### src/scec_map.svh
// register map, field positions, reset values and timing counts
`ifndef SCEC_MAP_SVH
`define SCEC_MAP_SVH
// ***************************************
// register word indices
// ***************************************
`define SCEC_IDX_BUF  14'h1200
`define SCEC_IDX_CTL  14'h1201
`define SCEC_IDX_MOD  14'h1202
`define SCEC_IDX_DIV  14'h1206
`define SCEC_IDX_IST  14'h1207
`define SCEC_IDX_IMSK 14'h1208
// ***************************************
// reset values
// ***************************************
`define SCEC_MOD_RST  8'h00
`define SCEC_DIV_RST  16'h0001
// ***************************************
// control register fields
// ***************************************
`define SCEC_CTL_IOC   0
`define SCEC_CTL_SCLKS 1
`define SCEC_CTL_PE    5
`define SCEC_CTL_EVEN  6
// ***************************************
// interrupt status fields
// ***************************************
`define SCEC_IRQ_RX  0
`define SCEC_IRQ_TX  1
`define SCEC_IRQ_OVR 2
`define SCEC_IRQ_PAR 3
`define SCEC_IRQ_FRM 4
// ***************************************
// transfer mode and clock source codes
// ***************************************
`define SCEC_SM_IO  2'h0
`define SCEC_SM_7   2'h1
`define SCEC_SM_8   2'h2
`define SCEC_SM_9   2'h3
`define SCEC_SC_TMR 2'h0
`define SCEC_SC_BRG 2'h1
`define SCEC_SC_FIO 2'h2
`define SCEC_SC_EXT 2'h3
// ***************************************
// timing counts in sampling clocks, and the last io bit count in shift clock edges
// ***************************************
`define SCEC_SMP_A  4'h6
`define SCEC_SMP_B  4'h7
`define SCEC_SMP_C  4'h8
`define SCEC_TX_DIV 4'hf
`define SCEC_IO_LAST 3'h7
`endif

### src/scec_pkg.sv
// types shared by the serial channel event timing block
package scec_pkg;
  typedef struct packed {
    logic       tx_ninth_bit;
    logic       handshake_enable;
    logic       receive_enable;
    logic       wakeup_enable;
    logic [1:0] transfer_mode;
    logic [1:0] clock_source;
  } scec_mode_t;
  typedef struct packed {
    logic tmr;
    logic cts_n;
    logic sclk;
    logic rxd;
  } scec_pins_t;
  typedef enum logic [1:0] {RX_IDLE, RX_START, RX_DATA, RX_STOP} scec_rx_st_t;
  typedef enum logic [1:0] {TX_IDLE, TX_START, TX_DATA, TX_STOP} scec_tx_st_t;
endpackage

### src/scec_sync.sv
// three-flop synchroniser, output moves once stages two and three agree
`timescale 1ns/1ns
module scec_sync #(
  parameter int           W   = 1,
  parameter logic [W-1:0] RST = '0
) (
  input  wire logic         clk_i,
  input  wire logic         rstn_i,
  input  wire logic [W-1:0] d_i,
  output logic      [W-1:0] q_o
);
  logic [W-1:0] s1_q;
  logic [W-1:0] s2_q;
  logic [W-1:0] s3_q;
  wire  [W-1:0] agree = ~(s2_q ^ s3_q);

  always_ff @(posedge clk_i or negedge rstn_i) begin
    if (!rstn_i) begin
      s1_q <= RST;
      s2_q <= RST;
      s3_q <= RST;
      q_o  <= RST;
    end else begin
      s1_q <= d_i;
      s2_q <= s1_q;
      s3_q <= s2_q;
      q_o  <= (agree & s3_q) | (~agree & q_o);
    end
  end
endmodule

### src/scec_tick.sv
// programmable divider giving one pulse every div_i+1 clocks
`timescale 1ns/1ns
module scec_tick #(
  parameter int W = 16
) (
  input  wire logic         clk_i,
  input  wire logic         rstn_i,
  input  wire logic [W-1:0] div_i,
  output logic              tick_o
);
  logic [W-1:0] cnt_q;
  wire          wrap = cnt_q >= div_i;

  generate
    if (W < 2 || W > 24) begin : g_bad
      $error("scec_tick width out of range");
    end
  endgenerate

  always_ff @(posedge clk_i or negedge rstn_i) begin
    if (!rstn_i) begin
      cnt_q  <= '0;
      tick_o <= 1'b0;
    end else begin
      cnt_q  <= wrap ? '0 : cnt_q + 1'b1;
      tick_o <= wrap;
    end
  end
endmodule

### src/scec_top.sv
// serial channel with frame-accurate interrupt and error timing
//
// Behaviour
// [RULE_01] rx interrupt at last data, parity or stop
// [RULE_02] framing error at stop bit centre
// [RULE_03] parity error: none 9-bit, parity or stop
// [RULE_04] overrun raised where rx interrupt is raised
// [RULE_05] software waits one bit before framing check
// [RULE_06] events may trail bit centre at speed
// [RULE_07] tx interrupt just before stop bit
// [RULE_08] io internal clock: tx irq after last bit
// [RULE_09] io external clock: tx irq after last edge
// [RULE_10] io rx interrupt when byte reaches buffer
// [RULE_11] clock source field only for uart mode
// [RULE_12] mode field: io, 7, 8, 9 bit uart
// [RULE_13] source field: timer, baud, io clock, pin
// [RULE_14] majority of samples 7, 8, 9 of 16
// [RULE_15] wakeup: 9-bit rx irq only if bit8 set
// [RULE_16] clear-to-send high holds next frame
// [RULE_17] control read clears all error flags
//
// Chosen here: register access over Avalon-MM.
`timescale 1ns/1ns
`include "scec_map.svh"
module scec_top
  import scec_pkg::*;
#(
  parameter int DIV_W = 16
) (
  // clock and reset
  input  wire logic        clk_i,
  input  wire logic        rstn_i,
  // avalon-mm slave
  input  wire logic [15:0] address_i,
  input  wire logic        read_i,
  input  wire logic        write_i,
  input  wire logic [31:0] writedata_i,
  input  wire logic [3:0]  byteenable_i,
  output logic      [31:0] readdata_o,
  output logic             waitrequest_o,
  // serial pins
  input  wire logic        rxd_i,
  output logic             txd_o,
  input  wire logic        serial_clock_pin_i,
  output logic             serial_clock_pin_o,
  output logic             serial_clock_pin_oe_o,
  input  wire logic        clear_to_send_input_n_i,
  input  wire logic        timer_a0_trig_i,
  // interrupts
  output logic             receive_interrupt_o,
  output logic             transmit_interrupt_o,
  output logic             irq_o
);
  generate
    if (DIV_W < 9 || DIV_W > 16) begin : g_bad
      $error("DIV_W must lie in 9..16");
    end
  endgenerate

  // ***************************************
  // avalon decode
  // ***************************************
  logic        ack_q;
  wire         req      = read_i | write_i;
  wire  [13:0] idx      = address_i[15:2];
  wire         hit_buf  = idx == `SCEC_IDX_BUF;
  wire         hit_ctl  = idx == `SCEC_IDX_CTL;
  wire         hit_mod  = idx == `SCEC_IDX_MOD;
  wire         hit_div  = idx == `SCEC_IDX_DIV;
  wire         hit_ist  = idx == `SCEC_IDX_IST;
  wire         hit_imsk = idx == `SCEC_IDX_IMSK;
  wire         wr_acc   = write_i & ack_q;
  wire         wr0      = wr_acc & byteenable_i[0];
  wire         wr1      = wr_acc & byteenable_i[1];
  // read side effects fire on the capture edge so a flag set there survives
  wire         rd_cap   = read_i & ~ack_q;
  assign waitrequest_o = req & ~ack_q;

  // ***************************************
  // registers
  // ***************************************
  scec_mode_t       mode_q;
  logic             ioc_q;
  logic             sclks_q;
  logic             pe_q;
  logic             even_q;
  logic             rb8_q;
  logic [2:0]       err_q;
  logic [DIV_W-1:0] div_q;
  logic [4:0]       ist_q;
  logic [4:0]       imsk_q;
  logic [7:0]       rx_buf_q;
  logic             buf_full_q;
  logic [7:0]       tx_buf_q;
  logic             tx_full_q;

  wire [1:0] sm      = mode_q.transfer_mode;
  wire       uart    = sm != `SCEC_SM_IO; // RULE_12
  wire       m9      = sm == `SCEC_SM_9;
  wire       m8      = sm == `SCEC_SM_8;
  wire       par_on  = pe_q & ~m9;
  wire [3:0] nb      = m9 ? 4'h9 : (m8 ? 4'h8 : 4'h7) + {3'h0, par_on};
  wire       early   = m9 | (m8 & par_on);
  wire [7:0] ctl_rd  = {rb8_q, even_q, pe_q, err_q, sclks_q, ioc_q};

  // ***************************************
  // pins and sampling clock
  // ***************************************
  scec_pins_t pins_raw;
  scec_pins_t pins_s;
  scec_pins_t pins_p_q;
  logic       brg_tick;
  wire        io_act;
  assign pins_raw = '{tmr: timer_a0_trig_i, cts_n: clear_to_send_input_n_i,
                      sclk: serial_clock_pin_i, rxd: rxd_i};

  // pin latency is why events trail the true bit centre at high rates
  scec_sync #(.W(4), .RST(4'h7)) u_sync ( // RULE_06
    .clk_i  (clk_i),
    .rstn_i (rstn_i),
    .d_i    (pins_raw),
    .q_o    (pins_s)
  );

  scec_tick #(.W(DIV_W)) u_brg (
    .clk_i  (clk_i),
    .rstn_i (rstn_i),
    .div_i  (div_q),
    .tick_o (brg_tick)
  );

  wire sclk_rise = pins_s.sclk & ~pins_p_q.sclk;
  wire sclk_fall = ~pins_s.sclk & pins_p_q.sclk;
  wire tmr_rise  = pins_s.tmr & ~pins_p_q.tmr;
  // RULE_13
  wire smp_tick  = mode_q.clock_source == `SCEC_SC_TMR ? tmr_rise :
                   mode_q.clock_source == `SCEC_SC_BRG ? brg_tick :
                   mode_q.clock_source == `SCEC_SC_FIO ? 1'b1 : sclk_rise;

  // reset to the synchroniser idle levels so release shows no false edge
  always_ff @(posedge clk_i or negedge rstn_i) begin
    if (!rstn_i) begin
      pins_p_q <= 4'h7;
    end else begin
      pins_p_q <= pins_s;
    end
  end

  // ***************************************
  // uart receive timing
  // ***************************************
  scec_rx_st_t rx_st_q;
  logic [3:0]  rx_cnt_q;
  logic [3:0]  rx_bit_q;
  logic [1:0]  smp_q;
  logic [8:0]  rx_sh_q;

  wire       centre  = uart & smp_tick & (rx_st_q != RX_IDLE) & (rx_cnt_q == `SCEC_SMP_C);
  wire       maj     = (smp_q[0] & smp_q[1]) | (pins_s.rxd & (smp_q[0] | smp_q[1])); // RULE_14
  wire       rx_last = rx_bit_q == nb - 4'h1;
  wire [8:0] src     = rx_st_q == RX_DATA ? {maj, rx_sh_q[8:1]} : rx_sh_q;
  wire [3:0] rshift  = 4'h9 - nb;
  wire [8:0] u_word  = src >> rshift;
  // RULE_01 RULE_04
  wire       rx_xfer = centre & (early ? (rx_st_q == RX_DATA) & rx_last
                                       : rx_st_q == RX_STOP);
  wire       wake_ok = ~(mode_q.wakeup_enable & m9) | u_word[8]; // RULE_15

  always_ff @(posedge clk_i or negedge rstn_i) begin
    if (!rstn_i) begin
      rx_st_q  <= RX_IDLE;
      rx_cnt_q <= 4'h0;
      rx_bit_q <= 4'h0;
      smp_q    <= 2'h3;
      rx_sh_q  <= 9'h000;
    end else if (!uart) begin
      rx_st_q <= RX_IDLE;
      if (io_act) begin
        rx_sh_q <= {pins_s.rxd, rx_sh_q[8:1]};
      end
    end else if (smp_tick) begin
      rx_cnt_q <= rx_cnt_q + 4'h1;
      if (rx_cnt_q == `SCEC_SMP_A) smp_q[0] <= pins_s.rxd; // RULE_14
      if (rx_cnt_q == `SCEC_SMP_B) smp_q[1] <= pins_s.rxd;
      case (rx_st_q)
        RX_IDLE: begin
          rx_cnt_q <= 4'h1;
          if (mode_q.receive_enable && !pins_s.rxd) rx_st_q <= RX_START;
        end
        RX_START: if (centre) begin
          rx_st_q  <= maj ? RX_IDLE : RX_DATA;
          rx_bit_q <= 4'h0;
        end
        RX_DATA: if (centre) begin
          rx_sh_q  <= {maj, rx_sh_q[8:1]};
          rx_bit_q <= rx_bit_q + 4'h1;
          if (rx_last) rx_st_q <= RX_STOP;
        end
        RX_STOP: if (centre) rx_st_q <= RX_IDLE;
        default: rx_st_q <= RX_IDLE;
      endcase
    end
  end

  // ***************************************
  // io interface shift engine
  // ***************************************
  logic       io_run_q;
  logic       io_tx_q;
  logic [2:0] io_cnt_q;
  logic       sclk_q;
  wire        io_rise  = ioc_q ? sclk_rise : brg_tick & io_run_q & ~sclk_q;
  wire        io_fall  = ioc_q ? sclk_fall : brg_tick & io_run_q & sclk_q;
  // RULE_11
  assign io_act = ~uart & io_run_q & (sclks_q ? io_fall : io_rise);
  wire        io_last  = io_act & (io_cnt_q == `SCEC_IO_LAST);
  wire        io_go    = ~uart & ~io_run_q &
                         (tx_full_q | (mode_q.receive_enable & ~buf_full_q));

  always_ff @(posedge clk_i or negedge rstn_i) begin
    if (!rstn_i) begin
      io_run_q <= 1'b0;
      io_tx_q  <= 1'b0;
      io_cnt_q <= 3'h0;
      sclk_q   <= 1'b1;
    end else begin
      if (uart) io_run_q <= 1'b0;
      else if (io_go) begin
        io_run_q <= 1'b1;
        io_tx_q  <= tx_full_q;
        io_cnt_q <= 3'h0;
      end else if (io_act) begin
        io_cnt_q <= io_cnt_q + 3'h1;
        if (io_last) io_run_q <= 1'b0;
      end
      if (io_run_q && !ioc_q && brg_tick) sclk_q <= ~sclk_q;
    end
  end

  // ***************************************
  // receive buffer and errors
  // ***************************************
  wire       io_rx    = io_last & mode_q.receive_enable;
  wire       rx_take  = (rx_xfer & wake_ok) | io_rx; // RULE_10
  wire [8:0] rx_word  = uart ? u_word : {1'b0, pins_s.rxd, rx_sh_q[8:2]};
  wire       rx_dpar  = m8 ? ^rx_word[7:0] : ^rx_word[6:0];
  wire       rx_pbit  = m8 ? rx_word[8] : rx_word[7];
  wire       ovr_set  = rx_take & buf_full_q; // RULE_04
  wire       parity_error_flag_set = rx_xfer & par_on & (rx_pbit != (rx_dpar ^ ~even_q)); // RULE_03
  wire       framing_error_flag_set = centre & (rx_st_q == RX_STOP) & ~maj; // RULE_02

  always_ff @(posedge clk_i or negedge rstn_i) begin
    if (!rstn_i) begin
      rx_buf_q   <= 8'h00;
      rb8_q      <= 1'b0;
      buf_full_q <= 1'b0;
      err_q      <= 3'h0;
    end else begin
      if (rd_cap && hit_buf) buf_full_q <= 1'b0;
      if (rx_take && !buf_full_q) begin
        rx_buf_q   <= rx_word[7:0];
        buf_full_q <= 1'b1;
        if (uart && nb == 4'h9) rb8_q <= rx_word[8];
      end
      err_q <= (err_q & ~{3{rd_cap & hit_ctl}}) | {ovr_set, parity_error_flag_set, framing_error_flag_set}; // RULE_17
    end
  end

  // ***************************************
  // transmitter
  // ***************************************
  scec_tx_st_t tx_st_q;
  logic [3:0]  tx_div_q;
  logic [3:0]  tx_bit_q;
  logic [8:0]  tx_sh_q;
  logic        txd_q;
  wire         tx_tick  = smp_tick & (tx_div_q == `SCEC_TX_DIV);
  wire         tx_par   = (m8 ? ^tx_buf_q : ^tx_buf_q[6:0]) ^ ~even_q;
  wire         cts_hold = mode_q.handshake_enable & pins_s.cts_n;
  // RULE_16
  wire         tx_go    = uart & tx_tick & (tx_st_q == TX_IDLE) & tx_full_q & ~cts_hold;
  wire [8:0]   tx_frame = m9 ? {mode_q.tx_ninth_bit, tx_buf_q} :
                          m8 ? {par_on & tx_par, tx_buf_q} :
                          {1'b0, par_on & tx_par, tx_buf_q[6:0]};
  // RULE_07
  wire         tx_uevt  = uart & tx_tick & (tx_st_q == TX_DATA) & (tx_bit_q == nb);
  wire         tx_evt   = tx_uevt | (io_last & io_tx_q); // RULE_08 RULE_09

  always_ff @(posedge clk_i or negedge rstn_i) begin
    if (!rstn_i) begin
      tx_st_q  <= TX_IDLE;
      tx_div_q <= 4'h0;
      tx_bit_q <= 4'h0;
      tx_sh_q  <= 9'h000;
      txd_q    <= 1'b1;
    end else if (!uart) begin
      tx_st_q <= TX_IDLE;
      if (io_go && tx_full_q) begin
        tx_sh_q <= {1'b0, tx_buf_q};
        txd_q   <= tx_buf_q[0];
      end else if (io_act && io_tx_q) begin
        tx_sh_q <= tx_sh_q >> 1;
        txd_q   <= io_last | tx_sh_q[1];
      end
    end else begin
      if (smp_tick) tx_div_q <= tx_div_q + 4'h1;
      if (tx_tick) begin
        case (tx_st_q)
          TX_IDLE: if (tx_go) begin
            tx_st_q <= TX_START;
            tx_sh_q <= tx_frame;
            txd_q   <= 1'b0;
          end
          TX_START: begin
            tx_st_q  <= TX_DATA;
            txd_q    <= tx_sh_q[0];
            tx_sh_q  <= tx_sh_q >> 1;
            tx_bit_q <= 4'h1;
          end
          TX_DATA: if (tx_bit_q == nb) begin
            tx_st_q <= TX_STOP;
            txd_q   <= 1'b1;
          end else begin
            txd_q    <= tx_sh_q[0];
            tx_sh_q  <= tx_sh_q >> 1;
            tx_bit_q <= tx_bit_q + 4'h1;
          end
          TX_STOP: tx_st_q <= TX_IDLE;
          default: tx_st_q <= TX_IDLE;
        endcase
      end
    end
  end

  // ***************************************
  // software registers and interrupts
  // ***************************************
  wire [4:0] ev    = {framing_error_flag_set, parity_error_flag_set, ovr_set, tx_evt, rx_take};
  wire [4:0] w1c   = (wr0 & hit_ist) ? writedata_i[4:0] : 5'h00;
  wire [7:0] rd8   = hit_buf ? rx_buf_q : hit_ctl ? ctl_rd : hit_mod ? mode_q :
                     hit_ist ? {3'h0, ist_q} : hit_imsk ? {3'h0, imsk_q} : 8'h00;
  wire [15:0] rd16 = hit_div ? 16'(div_q) : {8'h00, rd8};

  always_ff @(posedge clk_i or negedge rstn_i) begin
    if (!rstn_i) begin
      ack_q      <= 1'b0;
      readdata_o <= 32'h0000_0000;
      mode_q     <= `SCEC_MOD_RST;
      {even_q, pe_q, sclks_q, ioc_q} <= 4'h0;
      div_q      <= DIV_W'(`SCEC_DIV_RST);
      tx_buf_q   <= 8'h00;
      tx_full_q  <= 1'b0;
      ist_q      <= 5'h00;
      imsk_q     <= 5'h00;
      irq_o      <= 1'b0;
      receive_interrupt_o  <= 1'b0;
      transmit_interrupt_o <= 1'b0;
    end else begin
      ack_q <= req & ~ack_q;
      if (rd_cap) readdata_o <= {16'h0000, rd16};
      if (wr0 && hit_mod) mode_q <= writedata_i[7:0];
      if (wr0 && hit_ctl) begin
        ioc_q   <= writedata_i[`SCEC_CTL_IOC];
        sclks_q <= writedata_i[`SCEC_CTL_SCLKS];
        pe_q    <= writedata_i[`SCEC_CTL_PE];
        even_q  <= writedata_i[`SCEC_CTL_EVEN];
      end
      if (wr0 && hit_div) div_q[7:0] <= writedata_i[7:0];
      if (wr1 && hit_div) div_q[DIV_W-1:8] <= writedata_i[DIV_W-1:8];
      if (wr0 && hit_imsk) imsk_q <= writedata_i[4:0];
      if (tx_go || (io_go && tx_full_q)) tx_full_q <= 1'b0;
      if (wr0 && hit_buf) begin
        tx_buf_q  <= writedata_i[7:0];
        tx_full_q <= 1'b1;
      end
      ist_q <= (ist_q & ~w1c) | ev;
      irq_o <= |(ist_q & imsk_q);
      receive_interrupt_o  <= rx_take;
      transmit_interrupt_o <= tx_evt;
    end
  end

  assign txd_o                 = txd_q;
  assign serial_clock_pin_o    = sclk_q;
  assign serial_clock_pin_oe_o = ~uart & ~ioc_q; // RULE_11
endmodule

### config.mk
export PLATFORM = sky130hd
export DESIGN_NAME = scec_top
export DESIGN_NICKNAME = d
export VERILOG_FILES = /design/src/scec_pkg.sv /design/src/scec_sync.sv /design/src/scec_tick.sv /design/src/scec_top.sv
export VERILOG_INCLUDE_DIRS = /design/src
export SDC_FILE = /design/constraint.sdc
export NUM_CORES = 1
export LEC_CHECK = 0
export BUFFER_PORTS_ARGS = -buffer_cell sky130_fd_sc_hd__buf_2
export CAP_MARGIN = 20
export CORE_ASPECT_RATIO = 1.75
export CORE_MARGIN = 2
export CORE_UTILIZATION = 60
export CTS_CLUSTER_DIAMETER = 40
export DETAILED_ROUTE_END_ITERATION = 8
export PLACE_DENSITY = 0.93
export SLEW_MARGIN = 20
export SYNTH_ARGS = -nofsm -noshare
export SYNTH_HDL_FRONTEND = slang
export SYNTH_SLANG_ARGS = --single-unit
### constraint.sdc
create_clock -name clk_i -period 10.6 [get_ports clk_i]
set_clock_uncertainty 0.2 [all_clocks]
set_input_delay 2.12 -clock clk_i [delete_from_list [all_inputs] [get_ports clk_i]]
set_output_delay 2.12 -clock clk_i [all_outputs]
set_load 0.01 [all_outputs]
## Word-level counts from Yosys, hierarchy flattened

Index checks and enable logic that the tools add are counted.

| cells by class | value |
|---|---|
| add/sub/neg operators | 9 |
| bitwise logic cells | 85 |
| shifts and indexed selects | 1 |
| eq/ne operators | 41 |
| $lt $le $gt $ge | 1 |
| muxes and demuxes | 73 |
| reduce and logical (&&, ||, !) cells | 51 |

Operator list:

| operator | number |
|---|---|
| $mux W9 | 15 |
| $eq A14 B13 Y1 const B | 6 |
| $and A1 B1 Y1 | 47 |
| $mux W16 | 2 |
| $pmux W9 S3 | 1 |
| $mux W1 | 24 |
| $mux W2 | 12 |
| $mux W4 | 6 |
| $mux W8 | 3 |
| $ne A3 B3 Y1 const B | 7 |
| $add A16 B1 Y16 const B | 1 |
| $add A4 B1 Y4 const B | 4 |
| $ge A16 B16 Y1 | 1 |
| $pmux W2 S4 | 2 |
| $pmux W4 S2 | 2 |
| $reduce_bool A2 Y1 | 8 |
| $reduce_xor A8 Y1 | 2 |
| $mux W5 | 3 |
| $eq A2 B2 Y1 const B | 7 |
| $logic_and A1 B1 Y1 | 14 |
| $not A1 Y1 | 14 |
| $reduce_xor A7 Y1 | 2 |
| $eq A4 B4 Y1 const B | 3 |
| $reduce_and A4 Y1 | 3 |
| 37 further kinds | 72 |

| storage, ports and cells | value |
|---|---|
| word-level logic and storage cells | 309 |
| output and inout bits | 39 |
| input bits | 60 |
| bits in registers | 162 |

## Depth between registers and ports, before layout

Gate-level depths: netlist (run 1).

| depth | value |
|---|---|
| depth in word-level cells | 14 |
| gate-level depth with buffers | 16 |
| gate-level depth less buffers | 14 |

## By module

Synthesis (run 1) repeated with hierarchy kept, for this count alone.

| second synthesis, totals | value |
|---|---|
| cells, all modules | 844 |
| area, all modules | 8833.5 µm² |

Modules (own cells, without submodules):

| module | cells each | area each (µm²) | times used | sequential area each (µm²) |
|---|---|---|---|---|
| scec_top | 693 | 7088.0 | 1 | 3235.6 |
| scec_tick | 131 | 1285.0 | 1 | 425.4 |
| scec_sync | 20 | 460.4 | 1 | 415.4 |

## Worst setup path before layout (run 1)

No wires, ideal clock.

| timing | value |
|---|---|
| kind | input to output |
| start point | input port write_i |
| end point | output port waitrequest_o |
| path slack | 5.951 ns |
| buffers on the path | 0 |
| data arrival time | 2.329 ns |
| required time | 8.280 ns |
| stages on the path | 2 |
| cells stage by stage | nor2_1 > nor2_1 |

| between the ends | value |
|---|---|
| word-level cells in the longest chain between the ends | 2 |

Ends and longest elaborated chain:

| what | line | source |
|---|---|---|
| from (decl) | scec_top.sv:36 | `input wire logic write_i,` |
| $or A1 B1 Y1 | scec_top.sv:64 | `wire req = read_i \| write_i;` |
| $and A1 B1 Y1 | scec_top.sv:77 | `assign waitrequest_o = req & ~ack_q;` |
| to (decl) | scec_top.sv:40 | `output logic waitrequest_o,` |

Every way passes these cells.

## Worst setup path after layout (run 1)

| timing | value |
|---|---|
| start point | register mode_q, in the netlist sm[0] |
| end point | register rb8_q |

| between the ends | value |
|---|---|
| word-level cells in the longest chain between the ends | 14 |
| elaborated cells on any way between the ends | 35 |
| classes of those cells | add/sub (3); eq/ne (4); shift (1); mux (4); bitwise (19); reduce/logical (4) |

Ends and longest elaborated chain:

| what | line | source |
|---|---|---|
| from (decl) | scec_top.sv:82 | `scec_mode_t mode_q;` |
| from (signal assigned) | scec_top.sv:348 | `` mode_q <= `SCEC_MOD_RST; `` |
| from (signal assigned) | scec_top.sv:361 | `if (wr0 && hit_mod) mode_q <= writedata_i[7:0];` |
| $eq A2 B2 Y1 (no source line) | n/a |  |
| $not A1 Y1 | scec_top.sv:101 | `wire par_on = pe_q & ~m9;` |
| $and A1 B1 Y1 | scec_top.sv:101 |  |
| $add A4 B1 Y4 | scec_top.sv:102 | `wire [3:0] nb = m9 ? 4'h9 : (m8 ? 4'h8 : 4'h7) + {3'h0, par_on};` |
| $mux W4 | scec_top.sv:102 |  |
| $sub A4 B1 Y4 | scec_top.sv:160 | `wire rx_last = rx_bit_q == nb - 4'h1;` |
| $eq A4 B4 Y1 | scec_top.sv:160 |  |
| $and A1 B1 Y1 | scec_top.sv:165 | `wire rx_xfer = centre & (early ? (rx_st_q == RX_DATA) & rx_last` |
| $mux W1 | scec_top.sv:165 |  |
| $and A1 B1 Y1 | scec_top.sv:165 |  |
| $and A1 B1 Y1 | scec_top.sv:244 | `wire rx_take = (rx_xfer & wake_ok) \| io_rx;` |
| $or A1 B1 Y1 (*) | scec_top.sv:244 |  |
| via rx_take | scec_top.sv:244 |  |
| $logic_and A1 B1 Y1 (*) | scec_top.sv:260 | `if (rx_take && !buf_full_q) begin` |
| $reduce_and A2 Y1 (no source line) (*) | n/a |  |
| to (signal assigned) | scec_top.sv:263 | `if (uart && nb == 4'h9) rb8_q <= rx_word[8];` |
| to (decl) | scec_top.sv:87 | `logic rb8_q;` |

The timed path passes the listed nets; every way through them passes the cells marked *.
A chain may end at the register's enable or synchronous reset.

==> metrics.txt, run 1 <==
Combinational Power Share 4.2%; maxcap violations 0; final core occ between 60% and 70%; unique cell type count in the Yosys netlist 64; Max clock buf depth 2; post-DR vias/cell around 6.2; startpoint types register; syn_area_per_cell 10.4 sq um; gpl congestion roughly 0.89; vias in the first global route between 6k and 7k; Avg WL per Cell 19.5 um; type of the worst min-delay path register to register; most frequent CP cell ha_1; CP delay by family, top simple AND/OR/NAND/NOR gates; Post-Route WL between 20000 and 25000 um; Setup Buffers After CTS 0; Final min period ~5.4 ns; Setup violations, final 0; DR iter-0 viols around 640; pins over their slew limit 0; Synth Instances 793; Post-synth top cells dfrtp_1, nand2_1, nor2_1; critical path's largest stage delay slightly above 0.8 ns; Primary FF master, synth dfrtp_1; DP Area 8610 sq um; Slew @ Worst Pin ~1.1 ns; post-route cell area 9190 sq um; count leader, synth dfrtp_1; first-pass GRT wire length between 30000 and 40000 um; #FFs+latches synth about 160; nets@finish 940; top post-synthesis cells by area dfrtp_1, mux2_2, dfstp_2, ha_1, nand2_1; die extent in y between 150 and 200 um; P_leak approximately 4.5 nW; Total GRT Usage 28.6%; Hold-fix buffers, CTS 0; Critical Path AT 5.46 ns; worst r2r src sm[0]$_DFFE_PN0P_; initial antenna violation count 0; pwr dens 141 nW/um^2; layout cells sized above 1 between 20% and 30%; Hold Vio Cnt, Final 0; Seq/Total Area, Yosys 49.5%; root buf cell clkbuf_16; Clock Latency Late Sink around 0.43 ns; die footprint between 10000 and 15000 sq um; Design Power about 1.3 mW; RSZ-0062 raised after global routing false; sw frac 24.2%; cell internal pwr 984 uW; CTS sink cnt 162; Yosys top cell area share between 40% and 50%; # rows 56; crit path max fanout 21; Crit Path Class register to register; number of synthesized flops with an enable pin 0; Critical-path top delay cell nor2b_1; Synth Cell Area slightly above 8000 sq um; core footprint around 13000 sq um; pre-CTS WS between 5 and 6 ns; Clk pwr share 46.5%; Area Overhead vs Synth 11.7%; Num CTS Buffers 17; normalized max-slew margin 27.2%; worst hold start u_sync.s1_q[2]$_DFF_PN1_; peak supply drop 0.128 mV; CP endpoint kind register; Buf+Inv Stages, Crit Path 1; Antenna Nets Post-Route 0; crit-path cells a21oi_1, ha_1, a21boi_4, inv_2, ha_1, xnor2_1, nand2_1, or4_1, a211oi_1, a32o_2, nor2b_1, nand3_1, mux2_1; CTS tree done; Horiz. Die Dim 92.5 um; num ports between 90 and 100; Worst Path Required approximately 11 ns; Starting Density 61.5%; Final WS setup 5.25 ns; TNS Setup 0 ns; Remaining DRCs 0; post-DP HPWL approximately 14000 um; maximum operating frequency ~0.19 GHz; Clock transition at path regs approximately 0.070 ns; largest net degree at the start of global routing a little under 90; outcome finished clean; Vias 6471; FILL cells about 900; port bufs slightly above 60; part of the cycle the worst path needs around half; largest area contributor in the netlist dfrtp_1; post-cts sizing count 0; Sw Pwr 313 uW; YS warnings 0; crit path from sm[0]$_DFFE_PN0P_; Seq pwr share 49.3%; post-synthesis async set-or-reset flop share 100%; TritonRoute pass-1 iters 5; grt total ovfl 0; CTS H-tree depth 4
[cells by family (layout without fill, tap and decap cells)]
| logic type | Yosys count | in the layout | share of synthesized area [%] |
|---|---|---|---|
| compound gates | 148 | 148 | 12.1 |
| xor+xnor | 38 | 38 | 4.38 |
| fa+ha+maj | 36 | 36 | 5.34 |
| buf+inv | 77 | 131 | 4.54 |
| flops | 162 | 162 | 49.5 |
| mux | 67 | 67 | 9.01 |
| other cells | 1 | 17 | 0.0456 |
| simple gates | 264 | 264 | 15.0 |
[flip-flops by register name (all words and copies together) (netlist names), 5 cells and up, named ones only]
register,cells
tx_sh_q,9
ist_q,5
rx_buf_q,8
mode_q,6
rx_sh_q,9
readdata_o,16
imsk_q,5
div_q,16
tx_buf_q,8
u_brg.cnt_q,16
[power groups by stage]
stage	clock [mW]	combinational [mW]	sequential, mW
after floorplan	0	0.0216	0.651
after global placement	0	0.0524	0.650
after detailed placement	0	0.0535	0.651
after CTS	0.605	0.0549	0.639
after global routing	0.630	0.0600	0.641
final	0.603	0.0549	0.640
[path summary, 6_finish.rpt]
check                                             endpoint  slack [ns]  cells after the start
worst max-delay path                     rb8_q$_DFFE_PN0P_        5.25                     13
worst min-delay path              u_sync.s2_q[2]$_DFF_PN1_        0.16                      0
worst max register to register           rb8_q$_DFFE_PN0P_        5.25                     13
worst min register to register    u_sync.s2_q[2]$_DFF_PN1_        0.16                      0
max in group asynchronous          tx_buf_q[1]$_DFFE_PN0P_        7.16                      2
min in group asynchronous       asynchronous set/reset pin        1.55                      1
[cell usage in the layout, fill, tap and decap left out, types with 5 or more instances in the layout]
master,Yosys,layout
o22ai_1,7,7
nand4b_1,5,5
buf_2,2,61
nand2b_1,6,6
conb_1,1,16
nand2_1,98,98
a31oi_1,13,13
nand4_1,6,6
dfstp_2,18,18
a22oi_1,12,12
a221oi_1,7,7
o21ai_0,39,39
and3_1,6,6
nand3b_1,5,5
nor3_1,14,13
nand3_1,24,24
xor2_1,12,12
mux2i_1,10,10
a21oi_1,21,21
inv_1,32,32
nor2_1,65,65
nor2b_1,12,12
a21o_1,16,16
clkbuf_16,0,17
dfrtp_1,144,144
a22o_1,8,8
ha_1,31,31
xnor2_1,24,24
mux2_2,54,54
[routing by layer]
metal	global-route usage (%)	share of wire, %	wire length [um]	vias to the layer above
met5	0	0	0	-
met4	17.6	6.3	1260	0
met3	4.54	4.5	908	107
met2	50.8	53	10700	292
met1	31.4	36	7370	3192
li1	-	-	-	2880
[stage by stage]
stage / hold slack, ns / std cells
4_1_cts: 0.157 / 1036
6_report: 0.156 / 1037
3_5_place_dp: 0.147 / 1004
3_3_place_gp: 0.146 / 1004
5_1_grt: 0.160 / 1036
2_1_floorplan: 0.131 / 808
[cell type report]
class                   instances  area (sq um)  area share [%]
diodes                          1          2.50          0.0272
flip-flops and latches        162          4080            44.4
well taps                     174           218            2.37
inverters                      33           124            1.35
clock buffers                  20           447            4.86
clock inverters                12           125            1.36
repair buffers                 66           347            3.77
multi-input cells             569          3850            41.9
Note: power is estimated with default switching activity, not from simulation.
==> inputs of run 2 (changes only) <==
Settings changed: ABC_AREA set to 1, CORE_UTILIZATION 60 to 59, PLACE_DENSITY 0.93 to 0.91.
Clock period 10.6 ns to 5.5 ns, I/O delays scaled along.
==> run 2 against run 1 <==
Net effect: highest routed layer unchanged; flip-flop and latch count did not move; critical endpoint is now rx_buf_q[6]$_DFFE_PN0P_; die area increased by 7.5%; combinational power grew to 11 times the previous value; hold slack better by 0.0011 ns; setup slack worse by 3.3 ns; largest cell class unchanged; sequential power grew 110%; register-to-register slack got worse by 3.3 ns; non-clock buffer count decreased by 2; synthesized area rose by 6.0%; power rose by 150%.
==> metrics.txt, run 2 <==
largest net degree at the start of global routing 92 (+4.5%); Synth Instances 1058 (+33%); sw frac 31.0% (+6.9 points); Starting Density 60.4% (-1.1 points); number of synthesized flops with an enable pin 0 (unchanged); normalized max-slew margin 43.6% (+16 points); Max clock buf depth 2 (unchanged); worst r2r src sm[1]$_DFFE_PN0P_; Critical Path AT 3.66 ns (-1.80 ns); YS warnings 0 (unchanged); largest registers div_q (16), readdata_o (16), u_brg.cnt_q (16); Crit Path Class register to register; Worst Path Required 5.62 ns (-5.08 ns); Sw Pwr 1.00 mW (+220%); CP endpoint kind register; Slew @ Worst Pin 0.846 ns (-0.243 ns); # rows 58 (+3.6%); Clk pwr share 39.5% (-7.0 points); unique cell type count in the Yosys netlist 55 (-14%); R2R setup slack 1.95 ns (-3.29 ns); Post-synth top cells nand2_1, dfrtp_1, inv_1; Antenna Nets Post-Route 0 (unchanged); peak supply drop 0.221 mV (+72%); Yosys top cell area share 41.3% (-2.5 points); crit path from sm[1]$_DFFE_PN0P_; count leader, synth nand2_1; cell internal pwr 2.23 mW (+130%); Primary FF master, synth dfrtp_1; CTS H-tree depth 4 (unchanged); Remaining DRCs 0 (unchanged); Horiz. Die Dim 95.9 um (+3.6%); Setup Buffers After CTS 0 (unchanged); Clock transition at path regs 0.07 ns (about the same); pre-CTS WS 1.93 ns (-3.34 ns); CTS tree done; nets@finish 1212 (+29%); layout cells sized above 1 16.1% (-4.6 points); #FFs+latches synth 162 (unchanged); DP Area 9110 sq um (+5.8%); pwr dens 332 nW/um^2 (+140%); post-route cell area 9740 sq um (+6.0%); Num CTS Buffers 17 (unchanged); Final WS setup 1.95 ns (-3.29 ns); DR iter-0 viols 736 (+14%); RSZ-0062 raised after global routing false; largest area contributor in the netlist dfrtp_1; Clock Latency Late Sink 0.44 ns (about the same); syn_area_per_cell 8.24 sq um (-21%); type of the worst min-delay path register to register; part of the cycle the worst path needs 64.5% (+14 points); Synth Cell Area 8720 sq um (+6.0%); port bufs 62 (unchanged); post-synthesis async set-or-reset flop share 100% (unchanged); FF-to-FF End rx_buf_q[6]$_DFFE_PN0P_; Total GRT Usage 30.2% (+1.5 points); commonest non-fill, non-tap cell in the layout nand2_1; maximum operating frequency 0.282 GHz (+51%); grt total ovfl 0 (unchanged); Hold Vio Cnt, Final 0 (unchanged); Setup violations, final 0 (unchanged); worst hold stages 0 (unchanged); outcome finished clean; hold worst-path end u_sync.s2_q[2]$_DFF_PN1_; crit path max fanout 16 (-24%); die extent in y 165 um (+3.7%); die footprint 15800 sq um (+7.5%); Hold-fix buffers, CTS 0 (unchanged); CTS sink cnt 162 (unchanged); most frequent cells in the layout nand2_1, dfrtp_1, inv_1; core footprint 14400 sq um (+7.9%); TNS Setup 0 ns (unchanged); Final min period 3.55 ns (-1.81 ns); TritonRoute pass-1 iters 8 (+3); post-cts sizing count 0 (unchanged); num ports 99 (unchanged); Combinational Power Share 18.1% (+14 points); Area Overhead vs Synth 11.7% (about the same); maxcap violations 0 (unchanged); vias in the first global route 7845 (+18%); post-DR vias/cell 5.91 (-5.2%); Avg WL per Cell 17.0 um (-13%); top post-synthesis cells by area dfrtp_1, nand2_1, dfstp_2, inv_1, ha_1; Vias 7771 (+20%); startpoint types register; r2r worst-path depth 13 (unchanged); Post-Route WL 22300 um (+10%); first-pass GRT wire length 36400 um (+9.9%); initial antenna violation count 0 (unchanged); P_leak 4.75 nW (+6.4%); root buf cell clkbuf_16; worst hold start u_sync.s1_q[2]$_DFF_PN1_; gpl congestion 0.976 (+9.7%); Seq pwr share 42.4% (-6.9 points); Seq/Total Area, Yosys 46.7% (-2.8 points); pins over their slew limit 0 (unchanged); post-DP HPWL 15600 um (+15%); ANT cells 0 (-1)
[run 2: cell count changes after synthesis, sizes merged, moves of 9 or more]
| cell | before | now |
|---|---|---|
| nand2 | 98 | 298 |
| inv | 33 | 124 |
| nand3 | 24 | 80 |
| o21ai | 41 | 92 |
| mux2 | 57 | 9 |
| nor2 | 65 | 88 |
| xnor2 | 24 | 8 |
| a21o | 16 | 2 |
| a21oi | 21 | 35 |
| nor2b | 12 | 0 |
| a22oi | 12 | 1 |
| clkbuf | 19 | 8 |
| a31oi | 13 | 4 |
[run 2: cell type report]
cell class	count	area, sq um
Sequential cell	162	4080
Clock buffer	18	439
Inverter	126	473
Tap cell	180	225
Timing Repair Buffer	64	332
Clock inverter	14	189
Multi-Input combinational cell	750	4010
Fill cell	1016	4700
[run 2: layer usage]
layer  GRT usage, %  up-vias  routed length (um)
met1           31.7     3678                7630
met3           6.52      133                1440
li1               -     3550                   -
met2           50.6      410               11400
met4           24.2        0                1820
met5              0        -                   0
[run 2: worst max-delay path by stage]
stage                                         end  slack, ns
final                     rx_buf_q[6]$_DFFE_PN0P_       1.95
after detailed placement    div_q[14]$_DFFE_PN0P_       1.93
after CTS                 rx_buf_q[6]$_DFFE_PN0P_       2.04
after floorplan           rx_buf_q[6]$_DFFE_PN0P_       2.59
after global placement      div_q[12]$_DFFE_PN0P_       1.94
after global routing      rx_buf_q[6]$_DFFE_PN0P_       1.77
[run 2: power groups by stage]
stage               combinational (mW)  clock, mW  sequential (mW)
CTS                              0.575       1.27             1.37
finish                           0.585       1.28             1.37
global route                     0.664       1.33             1.38
detailed placement               0.561          0             1.39
floorplan                        0.433          0             1.37
global placement                 0.534          0             1.39
[run 2: kinds of logic (layout without fill, tap and decap cells)]
group / Yosys count / in the layout / share of synthesized area, %
and+or+nand+nor: 494 / 494 / 24.8
AOI/OAI and AO/OA: 173 / 173 / 12.0
DFF: 162 / 162 / 46.7
buffers and inverters: 161 / 222 / 7.96
adders and majority gates: 35 / 35 / 4.91
xor gates and xnor gates: 18 / 18 / 1.81
muxes: 14 / 14 / 1.74
other: 1 / 16 / 0.0430
[run 2: critical path, cell delays in order (launching register included)]
cell     delay, ns
dfrtp_1       0.54
inv_1         0.15
nor2_1        0.40
ha_1          0.35
nand2_4       0.22
ha_1          0.28
xnor2_1       0.21
nand4_1       0.20
o22ai_2       0.17
nand3_2       0.11
o21ai_4       0.16
nand2_4       0.21
nand2_1       0.14
o21ai_2       0.06
[run 2: through the flow]
step           power (mW)  utilization, %  hold WS (ns)  std cells
2_1_floorplan        1.80               -         0.131       1073
3_3_place_gp         1.92            63.1         0.138       1282
3_5_place_dp         1.95            63.1         0.142       1282
4_1_cts              3.22            67.5         0.158       1314
5_1_grt              3.37            67.5         0.160       1314
6_report             3.23            67.5         0.157       1314
